[src/srg_params.svh]
// Constants for the secured-region host controller.
// Assumes a 200 MHz mclk_i and an asynchronous flash on plain pins.
//
// Summary of operation
// - Region programmed by standard sequences only.
// - Lock: three-cycle enter, then protect procedure.
// - Exit overlay before further main array access.
// - Host keeps enables inactive outside read and write cycles.
// - Write needs chip, write low, output high.
`ifndef SRG_PARAMS_SVH
`define SRG_PARAMS_SVH
`define SRG_CLK_MHZ 200
`define SRG_GLITCH_NS 5
// Strobe width rounded up to whole cycles, plus one margin cycle
`define SRG_STROBE_CYC ((`SRG_GLITCH_NS * `SRG_CLK_MHZ + 999) / 1000 + 1)
`define SRG_REGION_BYTES 256
`define SRG_IND_BIT 7
`define SRG_SN_BOT_BYTE 22'h000000
`define SRG_SN_TOP_BYTE 22'h3fff00
`define SRG_SN_BOT_WORD 22'h000000
`define SRG_SN_TOP_WORD 22'h1fff80
`define SRG_SN_BYTES 16
`define SRG_UNLK_A1 22'h000555
`define SRG_UNLK_A2 22'h0002aa
`define SRG_UNLK_D1 8'haa
`define SRG_UNLK_D2 8'h55
`endif

[src/srg_pkg.sv]
// Types shared by the secured-region host controller.
// Assumes srg_params.svh supplies the numeric constants.
package srg_pkg;
   typedef enum logic [2:0] {
      SRG_OP_READ,
      SRG_OP_ENTER,
      SRG_OP_EXIT,
      SRG_OP_PROG,
      SRG_OP_LOCK
   } srg_op_t;
   typedef enum logic [1:0] {
      SRG_CY_IDLE,
      SRG_CY_SETUP,
      SRG_CY_STROBE,
      SRG_CY_HOLD
   } srg_cycle_t;
endpackage : srg_pkg

[src/srg_bus_if.sv]
// Link between the sequencer and the pin cycle engine.
// Assumes one clock shared by both ends.
interface srg_bus_if;
   logic req;
   logic wr;
   logic [21:0] addr;
   logic [7:0] wdata;
   logic [7:0] rdata;
   logic done;
   modport seq (output req, output wr, output addr, output wdata,
      input rdata, input done);
   modport eng (input req, input wr, input addr, input wdata,
      output rdata, output done);
endinterface : srg_bus_if

[src/srg_host.sv]
// Host controller for the flash secured region and its write guards.
// Assumes an external supply monitor and the flash pins on one board.
`include "srg_params.svh"
module srg_host
   import srg_pkg::*;
#(
   parameter logic [7:0] ENTER_CMD = 8'h88,
   parameter logic [7:0] EXIT_CMD = 8'h90,
   parameter logic [7:0] EXIT_CMD2 = 8'h00,
   parameter logic [7:0] PROG_CMD = 8'ha0,
   parameter logic [7:0] LOCK_CMD = 8'h60,
   parameter logic TOP_BOOT = 1'b0
)
(
   input wire logic mclk_i,
   input wire logic resetn_i,
   // Command port
   input wire logic start_i,
   input wire srg_op_t op_i,
   input wire logic [7:0] offs_i,
   input wire logic [7:0] wdata_i,
   output logic busy_o,
   output logic done_o,
   output logic err_o,
   output logic [7:0] rdata_o,
   output logic overlay_o,
   output logic factory_locked_o,
   // Supply monitor
   input wire logic lockout_i,
   // Flash pins
   output logic ce_n_o,
   output logic oe_n_o,
   output logic we_n_o,
   output logic [21:0] addr_o,
   output logic [7:0] dq_o,
   output logic dq_oe_o,
   input wire logic [7:0] dq_i
);
   srg_bus_if bus ();
   srg_cycle u_cycle (
      .mclk_i(mclk_i),
      .resetn_i(resetn_i),
      .bus(bus),
      .ce_n_o(ce_n_o),
      .oe_n_o(oe_n_o),
      .we_n_o(we_n_o),
      .addr_o(addr_o),
      .dq_o(dq_o),
      .dq_oe_o(dq_oe_o),
      .dq_i(dq_i)
   );
   typedef enum logic [1:0] {SRG_S_IDLE, SRG_S_ISSUE, SRG_S_WAIT} srg_st_t;
   srg_st_t st_reg, st_next;
   srg_op_t op_reg, op_next;
   logic [2:0] step_reg, step_next;
   logic [7:0] offs_reg, offs_next, wd_reg, wd_next, rd_reg, rd_next;
   logic ovl_reg, ovl_next, fl_reg, fl_next, err_reg, err_next;
   logic done_reg, done_next, req_reg, req_next;
   logic busy_reg, busy_next, ind_reg, ind_next;
   logic [2:0] nsteps;
   logic last_wr;
   logic [21:0] base, step_a;
   logic [7:0] step_d;
   logic step_w;
   // Region sits at the serial-number corner of the boot area
   assign base = TOP_BOOT ? `SRG_SN_TOP_BYTE : `SRG_SN_BOT_BYTE;
   always_comb begin
      // Every sequence except a read opens with two unlock writes
      step_w = 1'b1;
      step_a = `SRG_UNLK_A1;
      step_d = `SRG_UNLK_D1;
      nsteps = 3'd3;
      case (step_reg)
         3'd0: begin
            step_a = `SRG_UNLK_A1;
            step_d = `SRG_UNLK_D1;
         end
         3'd1: begin
            step_a = `SRG_UNLK_A2;
            step_d = `SRG_UNLK_D2;
         end
         default: begin
            step_a = `SRG_UNLK_A1;
            step_d = ENTER_CMD;
         end
      endcase
      case (op_reg)
         SRG_OP_READ: begin
            nsteps = 3'd1;
            step_w = 1'b0;
            // Overlay maps region onto boot addresses
            step_a = base | {14'h0000, offs_reg};
         end
         SRG_OP_ENTER: nsteps = 3'd3;
         SRG_OP_EXIT: begin
            nsteps = 3'd4;
            if (step_reg == 3'd2) step_d = EXIT_CMD;
            if (step_reg == 3'd3) step_d = EXIT_CMD2;
         end
         SRG_OP_PROG, SRG_OP_LOCK: begin
            // Standard unlocked sequence only, no bypass path
            nsteps = 3'd4;
            if (step_reg == 3'd2) begin
               step_d = (op_reg == SRG_OP_PROG) ? PROG_CMD : LOCK_CMD;
            end
            if (step_reg == 3'd3) begin
               step_a = base | {14'h0000, offs_reg};
               step_d = wd_reg;
            end
         end
         default: nsteps = 3'd1;
      endcase
   end
   assign last_wr = (step_reg == nsteps - 3'd1);
   always_comb begin
      st_next = st_reg;
      op_next = op_reg;
      step_next = step_reg;
      offs_next = offs_reg;
      wd_next = wd_reg;
      rd_next = rd_reg;
      ovl_next = ovl_reg;
      fl_next = fl_reg;
      err_next = 1'b0;
      done_next = 1'b0;
      req_next = 1'b0;
      ind_next = ind_reg;
      if (lockout_i) begin
         // Supply low: flash resets, overlay lost, no new sequence started; a request already in issue still goes out
         st_next = (st_reg == SRG_S_WAIT) ? SRG_S_WAIT : SRG_S_IDLE;
         ovl_next = 1'b0;
      end
      case (st_reg)
         SRG_S_IDLE: begin
            if (start_i && !lockout_i) begin
               op_next = op_i;
               offs_next = offs_i;
               wd_next = wdata_i;
               step_next = 3'd0;
               // Unknown op, or region not in view, aborts the sequence
               if (op_i > SRG_OP_LOCK) begin
                  err_next = 1'b1;
                  done_next = 1'b1;
               end else if ((op_i == SRG_OP_PROG || op_i == SRG_OP_LOCK)
                  && (fl_reg || !ovl_reg)) begin
                  // Factory or customer lock: region is read-only
                  err_next = 1'b1;
                  done_next = 1'b1;
               end else if ((op_i == SRG_OP_READ || op_i == SRG_OP_EXIT)
                  && !ovl_reg) begin
                  err_next = 1'b1;
                  done_next = 1'b1;
               end else begin
                  st_next = SRG_S_ISSUE;
               end
            end
         end
         SRG_S_ISSUE: begin
            req_next = 1'b1;
            st_next = SRG_S_WAIT;
         end
         SRG_S_WAIT: begin
            if (bus.done) begin
               ind_next = 1'b0;
               if (lockout_i) begin
                  err_next = 1'b1;
                  done_next = 1'b1;
                  st_next = SRG_S_IDLE;
               end else if (last_wr) begin
                  done_next = 1'b1;
                  st_next = SRG_S_IDLE;
                  if (op_reg == SRG_OP_READ) rd_next = bus.rdata;
                  if (op_reg == SRG_OP_ENTER) begin
                     ovl_next = 1'b1;
                     ind_next = 1'b1;
                     // Indicator comes back on data line seven
                     st_next = SRG_S_ISSUE;
                     op_next = SRG_OP_READ;
                     offs_next = 8'h00;
                     step_next = 3'd0;
                     done_next = 1'b0;
                  end
                  if (op_reg == SRG_OP_READ && !ovl_reg) begin
                     rd_next = rd_reg;
                  end
                  // Overlay dropped before any main array access
                  if (op_reg == SRG_OP_EXIT) ovl_next = 1'b0;
                  if (op_reg == SRG_OP_LOCK) fl_next = 1'b1;
               end else begin
                  step_next = step_reg + 3'd1;
                  st_next = SRG_S_ISSUE;
               end
            end
         end
         default: st_next = SRG_S_IDLE;
      endcase
      // Only the read chained after enter carries the indicator;
      // a stored byte at offset zero must never look like a lock
      if (st_reg == SRG_S_WAIT && bus.done && ind_reg && !lockout_i) begin
         fl_next = bus.rdata[`SRG_IND_BIT] | fl_reg;
      end
      busy_next = (st_next != SRG_S_IDLE);
   end
   assign bus.req = req_reg;
   assign bus.wr = step_w;
   assign bus.addr = step_a;
   assign bus.wdata = step_d;
   always_ff @(posedge mclk_i or negedge resetn_i) begin
      if (!resetn_i) begin
         // Start as after power-up: read-array, no overlay
         st_reg <= SRG_S_IDLE;
         op_reg <= SRG_OP_READ;
         step_reg <= 3'd0;
         offs_reg <= 8'h00;
         wd_reg <= 8'h00;
         rd_reg <= 8'h00;
         ovl_reg <= 1'b0;
         fl_reg <= 1'b0;
         err_reg <= 1'b0;
         done_reg <= 1'b0;
         req_reg <= 1'b0;
         busy_reg <= 1'b0;
         ind_reg <= 1'b0;
      end else begin
         st_reg <= st_next;
         op_reg <= op_next;
         step_reg <= step_next;
         offs_reg <= offs_next;
         wd_reg <= wd_next;
         rd_reg <= rd_next;
         ovl_reg <= ovl_next;
         fl_reg <= fl_next;
         err_reg <= err_next;
         done_reg <= done_next;
         req_reg <= req_next;
         busy_reg <= busy_next;
         ind_reg <= ind_next;
      end
   end
   // No sequence started while lockout holds; reset clears everything and pins stay idle
   assign busy_o = busy_reg;
   assign done_o = done_reg;
   assign err_o = err_reg;
   assign rdata_o = rd_reg;
   assign overlay_o = ovl_reg;
   assign factory_locked_o = fl_reg;
endmodule : srg_host

[src/srg_cycle.sv]
// Pin cycle engine: one read or write on the flash pins per request.
// Assumes the flash samples on enable edges; timing from mclk_i.
`include "srg_params.svh"
module srg_cycle
   import srg_pkg::*;
(
   input wire logic mclk_i,
   input wire logic resetn_i,
   srg_bus_if.eng bus,
   // Flash pins
   output logic ce_n_o,
   output logic oe_n_o,
   output logic we_n_o,
   output logic [21:0] addr_o,
   output logic [7:0] dq_o,
   output logic dq_oe_o,
   input wire logic [7:0] dq_i
);
   srg_cycle_t st_reg, st_next;
   logic [3:0] cnt_reg, cnt_next;
   logic ce_reg, ce_next, oe_reg, oe_next, we_reg, we_next;
   logic [21:0] a_reg, a_next;
   logic [7:0] d_reg, d_next, rd_reg, rd_next;
   logic den_reg, den_next, wr_reg, wr_next, done_reg, done_next;
   always_comb begin
      st_next = st_reg;
      cnt_next = cnt_reg;
      ce_next = ce_reg;
      oe_next = oe_reg;
      we_next = we_reg;
      a_next = a_reg;
      d_next = d_reg;
      rd_next = rd_reg;
      den_next = den_reg;
      wr_next = wr_reg;
      done_next = 1'b0;
      case (st_reg)
         SRG_CY_IDLE: begin
            if (bus.req) begin
               a_next = bus.addr;
               d_next = bus.wdata;
               wr_next = bus.wr;
               den_next = bus.wr;
               ce_next = 1'b0;
               st_next = SRG_CY_SETUP;
            end
         end
         SRG_CY_SETUP: begin
            // Strobe is wide enough never to look like a glitch
            cnt_next = 4'(`SRG_STROBE_CYC);
            // Write only with output enable high; read never lowers we
            we_next = ~wr_reg;
            oe_next = wr_reg;
            st_next = SRG_CY_STROBE;
         end
         SRG_CY_STROBE: begin
            if (cnt_reg == 4'h0) begin
               rd_next = dq_i;
               we_next = 1'b1;
               oe_next = 1'b1;
               st_next = SRG_CY_HOLD;
            end else begin
               cnt_next = cnt_reg - 4'h1;
            end
         end
         SRG_CY_HOLD: begin
            // Enables return inactive between cycles
            ce_next = 1'b1;
            den_next = 1'b0;
            done_next = 1'b1;
            st_next = SRG_CY_IDLE;
         end
         default: st_next = SRG_CY_IDLE;
      endcase
   end
   always_ff @(posedge mclk_i or negedge resetn_i) begin
      if (!resetn_i) begin
         st_reg <= SRG_CY_IDLE;
         cnt_reg <= 4'h0;
         ce_reg <= 1'b1;
         oe_reg <= 1'b1;
         we_reg <= 1'b1;
         a_reg <= 22'h000000;
         d_reg <= 8'h00;
         rd_reg <= 8'h00;
         den_reg <= 1'b0;
         wr_reg <= 1'b0;
         done_reg <= 1'b0;
      end else begin
         st_reg <= st_next;
         cnt_reg <= cnt_next;
         ce_reg <= ce_next;
         oe_reg <= oe_next;
         we_reg <= we_next;
         a_reg <= a_next;
         d_reg <= d_next;
         rd_reg <= rd_next;
         den_reg <= den_next;
         wr_reg <= wr_next;
         done_reg <= done_next;
      end
   end
   assign ce_n_o = ce_reg;
   assign oe_n_o = oe_reg;
   assign we_n_o = we_reg;
   assign addr_o = a_reg;
   assign dq_o = d_reg;
   assign dq_oe_o = den_reg;
   assign bus.rdata = rd_reg;
   assign bus.done = done_reg;
endmodule : srg_cycle

[config.mk]
export PLATFORM = sky130hd
export DESIGN_NAME = srg_host
export DESIGN_NICKNAME = d
export VERILOG_FILES = /design/src/srg_pkg.sv /design/src/srg_bus_if.sv /design/src/srg_host.sv /design/src/srg_cycle.sv
export VERILOG_INCLUDE_DIRS = /design/src /design/src/src
export SDC_FILE = /design/constraint.sdc
export NUM_CORES = 1
export LEC_CHECK = 0
export BUFFER_PORTS_ARGS = -buffer_cell sky130_fd_sc_hd__buf_4
export CELL_PAD_IN_SITES_DETAIL_PLACEMENT = 1
export CELL_PAD_IN_SITES_GLOBAL_PLACEMENT = 1
export CORE_MARGIN = 3
export CORE_UTILIZATION = 48
export CTS_BUF_LIST = sky130_fd_sc_hd__clkbuf_16
export CTS_CLUSTER_DIAMETER = 200
export DETAILED_ROUTE_END_ITERATION = 8
export PLACE_DENSITY = 0.82
export SYNTH_ARGS = -nofsm -noshare
export SYNTH_HDL_FRONTEND = slang
export SYNTH_HIERARCHICAL = 1
export SYNTH_SLANG_ARGS = --single-unit
[constraint.sdc]
create_clock -name mclk_i -period 5.5 [get_ports mclk_i]
set_input_delay 0.55 -clock mclk_i [delete_from_list [all_inputs] [get_ports mclk_i]]
set_output_delay 0.55 -clock mclk_i [all_outputs]
set_load 0.01 [all_outputs]
==> metrics.yaml, run 1 <==
min_path:
  min_path_type: "input port to async pin"
floorplan:
  die_area_um2: 10200
  core_area_um2: 8763
  fp.dieH_um: 101.0
  die_w_um: 101.0
  rows: 34
  boundaryPins: 78
  start_util_pct: 49.43
sta:
  fin_tns_setup_ns: 0
  worst_pin_slew_ns: 1.137
  final-setup-viol-count: 0
  rsz0062_at_grt: "no"
  clock_skew_ns: 0.005152
  slew-limit-headroom_pct: 24.18
  finalMaxSlewViolations: 0
  fmax_ghz: 0.3789
  timing.final.crit_share_pct: 47.99
  finalHoldViolCount: 0
  period_minus_slack_ns: 2.640
pwr:
  p_int_mw: 1.749
  power_frac_seq_pct: 40.3
  p_sw_share_pct: 32.96
  p_per_area_nw_per_um2: 490.0
  p_sw_uw: 860.0
  pwr-share-comb_pct: 35.0
  ir_drop_mv: 0.2329
  clkPwrFrac_pct: 24.7
  leakagePower_nw: 2.490
worst_setup_path:
  critPathKind: "register to register"
  cp.arrival_ns: 2.85
  slowest_stage: "dfrtp_1"
  critPathBufInv: 1
  cp_top_family: "flip-flops"
  cp_max_fo: 16
  start_kind: "register"
  crit_path_max_incr_delay_ns: 0.73
  crit_required_ns: 5.72
  r2r_setup_slack_ns: 2.86
  end_kind: "register"
  cp_cell_sequence: "inv_1, ha_1, and3_1, o21bai_1, and2_1, o21ai_0, mux2_2"
outcome:
  outcome: "finished, final reports clean"
finish:
  fin_area_um2: 5325
  antenna_cells: 0
  largest_reg_flops: 22
  syn_to_final_growth_pct: 22.93
  layout-drive-gt1-share_pct: 38.58
  finalNetCount: 476
yosys:
  seq_area_frac_synth_pct: 51.50
  syn_inst: 349
  yosysMostFrequentCell: "dfrtp_1"
  synth.top_cells.by_area: "dfrtp_1 50%, mux2_2 12%, ha_1 3.2%, mux2_4 2.8%, a22o_1 2.4%"
  synth_edf_count: 0
  synth_top_area_cell: "dfrtp_1"
  yosysTopAreaCellShare_pct: 49.68
  synth_ff_type: "dfrtp_1"
  synthDistinctLibCells: 64
  ys_warn_count: 6
  synth_seq_cells: 89
  netlist_area_um2: 4332
  avgSynthCellArea_um2: 12.41
  postSynth.asyncResetShare_pct: 100.0
  synth_common_cells: "86 x dfrtp_1, 48 x mux2_2, 17 x o21ai_0"
place:
  post-dp-hpwl_um: 7080
  dpl_cell_area_um2: 5016
  io_buffer_count: 77
  place.gp.congestion: 0.8312
global_route:
  overflow: 0
  grt_usage_pct: 21.46
  grt_pass1_wl_um: 17030
  grt_max_degree: 90
  grt_pass1_vias: 3331
  antenna_found_initial: 0
route:
  wl_per_cell_um: 19.02
  drt-pass1-iter-count: 6
  ant_nets: 0
  drt_iter0_drc: 157
  finalWirelength_um: 10380
  vias: 3097
  drc: 0
  drt-vias-per-instance: 5.672
cts:
  cts.sinks: 89
  ctsHoldBuffers: 0
  clk_latency_ns: 0.34
  cts_root_buf: "clkbuf_16"
  clkSlewWorstSetupHoldPaths_ns: 0.06
  numCtsBuffers: 9
  postCtsSetupBuffers: 0
  cts_tree: "yes"
  cts_resized: 0
  htree_levels: 3
  clock_path_buffers: 2
run:
  drv_cap: 0
==> stage by stage <==
stage	setup WS, ns	power, mW	hold slack, ns	util (%)	std cells
3_3_place_gp	3.131	1.919	0.4838	57.24	531
4_1_cts	2.855	2.637	0.4218	60.77	546
6_report	2.860	2.609	0.3925	60.77	546
5_1_grt	2.624	2.773	0.4311	60.77	546
2_1_floorplan	3.296	1.626	0.2544	-	359
3_5_place_dp	2.947	1.975	0.4844	57.24	531
==> cells by family after synthesis <==
logic type / count (synthesis) / synth area share [%]
DFF: 89 / 51.50
AOI/OAI and AO/OA: 84 / 14.93
and+or+nand+nor: 71 / 10.43
muxes: 60 / 16.23
buffers and inverters: 32 / 3.437
adders and majority gates: 11 / 3.177
other: 1 / 0.08657
xor gates and xnor gates: 1 / 0.2022
==> cell type report <==
| type | count | area [um^2] |
|---|---|---|
| timing repair buffer | 80 | 600.6 |
| sequential | 89 | 2231 |
| clock inverter | 6 | 83.83 |
| tap | 108 | 135.1 |
| multi-input combinational | 238 | 1989 |
| clock buffer | 9 | 225.2 |
| fill | 914 | 3438 |
| inverter | 16 | 60.06 |
==> final timing paths <==
check                            startpoint                end  cells past startpoint
worst max-delay path            step_reg[2]  u_cycle/addr_o[3]                      7
worst min-delay path               resetn_i          wd_reg[2]                      1
worst max register to register  step_reg[2]  u_cycle/addr_o[3]                      7
worst min register to register  offs_reg[6]        offs_reg[6]                      1
max in group asynchronous          resetn_i        step_reg[0]                      1
min in group mclk_i              wdata_i[2]          wd_reg[2]                      2
==> worst reg2reg max path, delay by kind of cell, from the launching register on <==
family                   cells  cell delay, ns
flip-flops                   1            0.73
AND/OR/NAND/NOR              2            0.59
adder cells (fa/ha/maj)      1            0.43
AO/OA/AOI/OAI                2            0.31
multiplexers                 1            0.30
buffers and inverters        1            0.16
==> power by group through the flow <==
| stage | sequential (mW) | combinational (mW) | clock [mW] |
|---|---|---|---|
| after detailed placement | 1.06 | 0.914 | 0 |
| after floorplan | 1.05 | 0.572 | 0 |
| final | 1.05 | 0.913 | 0.645 |
| after CTS | 1.05 | 0.924 | 0.661 |
| after global routing | 1.08 | 1.00 | 0.689 |
| after global placement | 1.05 | 0.871 | 0 |
==> cells in the final DEF (no fill, tap or decap), drive strengths merged, types with 4 or more instances in the layout <==
master,n
o21ai,18
o31ai,4
conb,11
inv,18
or3,4
o21a,5
mux2,58
nor2b,9
nand2,14
clkbuf,9
a21oi,16
nor2,11
ha,11
buf,80
o21bai,4
nor3b,4
nand2b,5
a22o,12
dfrtp,86
==> per-layer routing <==
metal | share of wire, % | track usage, % | wire length (um)
met3 | 5.1 | 4.706 | 525
met4 | 1.6 | 7.464 | 171
met2 | 50 | 35.09 | 5172
met5 | 0 | 0 | 0
met1 | 43 | 28.23 | 4516
Power figures use the tool's default switching activity.
==> run 2, diff against run 1 <==
CORE_UTILIZATION = 41   (was 48)
PLACE_DENSITY = 0.74   (was 0.82)
clock period = 2.2 ns   (was 5.5 ns; I/O delays follow)
==> metrics.yaml, run 2 (synthesized netlist as in run 1, its figures left out) <==
worst_setup_path:
  slowest_stage: "dfrtp_1"  # unchanged
  cp.arrival_ns: 2.34  # was 2.85 ns
  end_kind: "register"  # unchanged
  r2r_setup_slack_ns: 0.09  # was 2.86 ns
  cp_max_fo: 9  # was 16
  critPathKind: "register to register"  # unchanged
  crit_top_cell: "ha_1"
  crit_required_ns: 2.43  # was 5.72 ns
  start_kind: "register"  # unchanged
  crit_path_max_incr_delay_ns: 0.48  # was 0.73 ns
  cp_cell_sequence: "ha_1, ha_1, and3_1, o21bai_1, nand3_1, o21a_1, mux2_2"  # was inv_1, ha_1, and3_1, o21bai_1, and2_1, o21ai_0, mux2_2
sta:
  slew-limit-headroom_pct: 63.27  # was 24.18%
  final-setup-viol-count: 0  # unchanged
  fmax_ghz: 0.4731  # was 0.3789 GHz
  finalMaxSlewViolations: 0  # unchanged
  rsz0062_at_grt: "yes"  # was no
  finalHoldViolCount: 0  # unchanged
  worst_pin_slew_ns: 0.5510  # was 1.137 ns
  period_minus_slack_ns: 2.114  # was 2.640 ns
  final.setup.worst_slack_ns: 0.08636  # was 2.860 ns
  timing.final.crit_share_pct: 96.07  # was 47.99%
  clock_skew_ns: 0.008431  # was 0.005152 ns
pwr:
  p_sw_mw: 2.188  # was 860.0 uW
  ir_drop_mv: 0.5209  # was 0.2329 mV
  p_per_area_nw_per_um2: 1177  # was 490.0 nW/um^2
  power_frac_seq_pct: 40.5  # was 40.3%
  power_mw: 6.430  # was 2.609 mW
  p_sw_share_pct: 34.02  # was 32.96%
  p_int_mw: 4.242  # was 1.749 mW
  pwr-share-comb_pct: 38.1  # was 35.0%
  leakagePower_nw: 2.566  # was 2.490 nW
  clkPwrFrac_pct: 21.4  # was 24.7%
finish:
  mostFrequentLayoutCells: "95 x buf_4, 86 x dfrtp_1, 48 x mux2_2"  # was 86 x dfrtp_1, 80 x buf_4, 48 x mux2_2
  antenna_cells: 0  # unchanged
  layout-drive-gt1-share_pct: 41.01  # was 38.58%
  largest_reg_flops: 22  # unchanged
  final_common_cell: "buf_4"  # was dfrtp_1
  finalNetCount: 493  # was 476
  syn_to_final_growth_pct: 26.11  # was 22.93%
run:
  drv_cap: 0  # unchanged
global_route:
  antenna_found_initial: 0  # unchanged
  grt_pass1_wl_um: 17840  # was 17030 um
  grt_max_degree: 50  # was 90
  grt_usage_pct: 19.65  # was 21.46%
  overflow: 0  # unchanged
  grt_pass1_vias: 3433  # was 3331
cts:
  clk_latency_ns: 0.34  # about the same
  cts_root_buf: "clkbuf_16"  # unchanged
  numCtsBuffers: 9  # unchanged
  clkSlewWorstSetupHoldPaths_ns: 0.06  # about the same
  htree_levels: 3  # unchanged
  postCtsSetupBuffers: 0  # unchanged
  clock_path_buffers: 2  # unchanged
  cts.sinks: 89  # unchanged
  cts_tree: "yes"  # unchanged
floorplan:
  rows: 36  # was 34
  fp.dieH_um: 108.8  # was 101.0 um
  boundaryPins: 78  # unchanged
  core_area_um2: 10000  # was 8763 um^2
  die_area_um2: 11830  # was 10200 um^2
  start_util_pct: 43.32  # was 49.43%
  die_w_um: 108.8  # was 101.0 um
place:
  post-dp-hpwl_um: 7736  # was 7080 um
  io_buffer_count: 77  # unchanged
  place_ws_ns: 0.1229  # was 2.947 ns
  place.gp.congestion: 0.8173  # was 0.8312
route:
  drc: 0  # unchanged
  drt_iter0_drc: 99  # was 157
  ant_nets: 0  # unchanged
  wl_per_cell_um: 18.34  # was 19.02 um
  vias: 3170  # was 3097
  drt-pass1-iter-count: 4  # was 6
  drt-vias-per-instance: 5.382  # was 5.672
  highest-signal-layer: "met4"  # unchanged
  wl_met1_um: 4673  # was 4516 um
  met2WireLength_um: 5483  # was 5172 um
  finalWirelength_um: 10810  # was 10380 um
  wl_met3_um: 514  # was 525 um
min_path:
  min_path_type: "input port to register"  # was input port to async pin
outcome:
  outcome: "finished, final reports clean"  # unchanged
## run 2: cell count changes in the layout (fill, tap and decap cells not counted), sizes merged
cell and change:
clkinvlp -1, inv -1, dlygate4sd3 +1, clkinv +5, bufinv -2, buf +16
## run 2: worst paths after layout
kind | start | depth (start not counted) | endpoint
worst max register to register | step_reg[1] | 7 | u_cycle/addr_o[6]
max in group asynchronous | resetn_i | 3 | u_cycle/ce_n_o
worst min-delay path | lockout_i | 2 | overlay_o
worst min register to register | wd_reg[2] | 1 | wd_reg[2]
worst max-delay path | step_reg[1] | 7 | u_cycle/addr_o[6]
min in group asynchronous | resetn_i | 2 | u_cycle/addr_o[16]
## run 2: area by class of cell
class	count	area, um^2
fill	1108	4537
sequential	89	2231
multi-input combinational	238	1998
timing repair buffer	97	743.2
clock buffer	9	225.2
tap	133	166.4
inverter	16	60.06
clock inverter	7	38.79
## run 2: worst max-delay path: cells and delay by family, from the launching register on
kind | cells | cell delay [ns]
flip-flops | 1 | 0.48
AND/OR/NAND/NOR | 2 | 0.46
adder cells (fa/ha/maj) | 2 | 0.42
multiplexers | 1 | 0.26
AO/OA/AOI/OAI | 2 | 0.39
## run 2: repair_timing
action                                 CTS  global route
resized for setup                        0             2
hold buffers                             1             0
setup endpoints to repair                0             9
endpoints found under the hold margin   40             0
## run 2: stage by stage
stage	hold slack (ns)	instance area, um^2	TNS [ns]	instances	util, %
2_1_floorplan	-0.07559	4370	0	359	-
3_3_place_gp	0.2427	5180	0	572	51.80
3_5_place_dp	0.2462	5180	0	572	51.80
4_1_cts	0.08151	5454	0	589	54.54
5_1_grt	0.09888	5463	-0.2214	589	54.63
6_report	0.09100	5463	0	589	54.63
## run 2: power groups by stage
stage	Clock [mW]	Sequential, mW	Combinational, mW
2_1_floorplan	0	2.63	1.43
3_3_place_gp	0	2.58	2.34
3_5_place_dp	0	2.63	2.45
4_1_cts	1.41	2.61	2.48
5_1_grt	1.49	2.67	2.71
6_report	1.38	2.60	2.45
## run 2: metal layers
metal	GRT usage (%)	up-vias
met1	24.50	1643
met4	4.959	0
met3	5.802	10
met5	0	-
met2	33.50	53
li1	-	1464
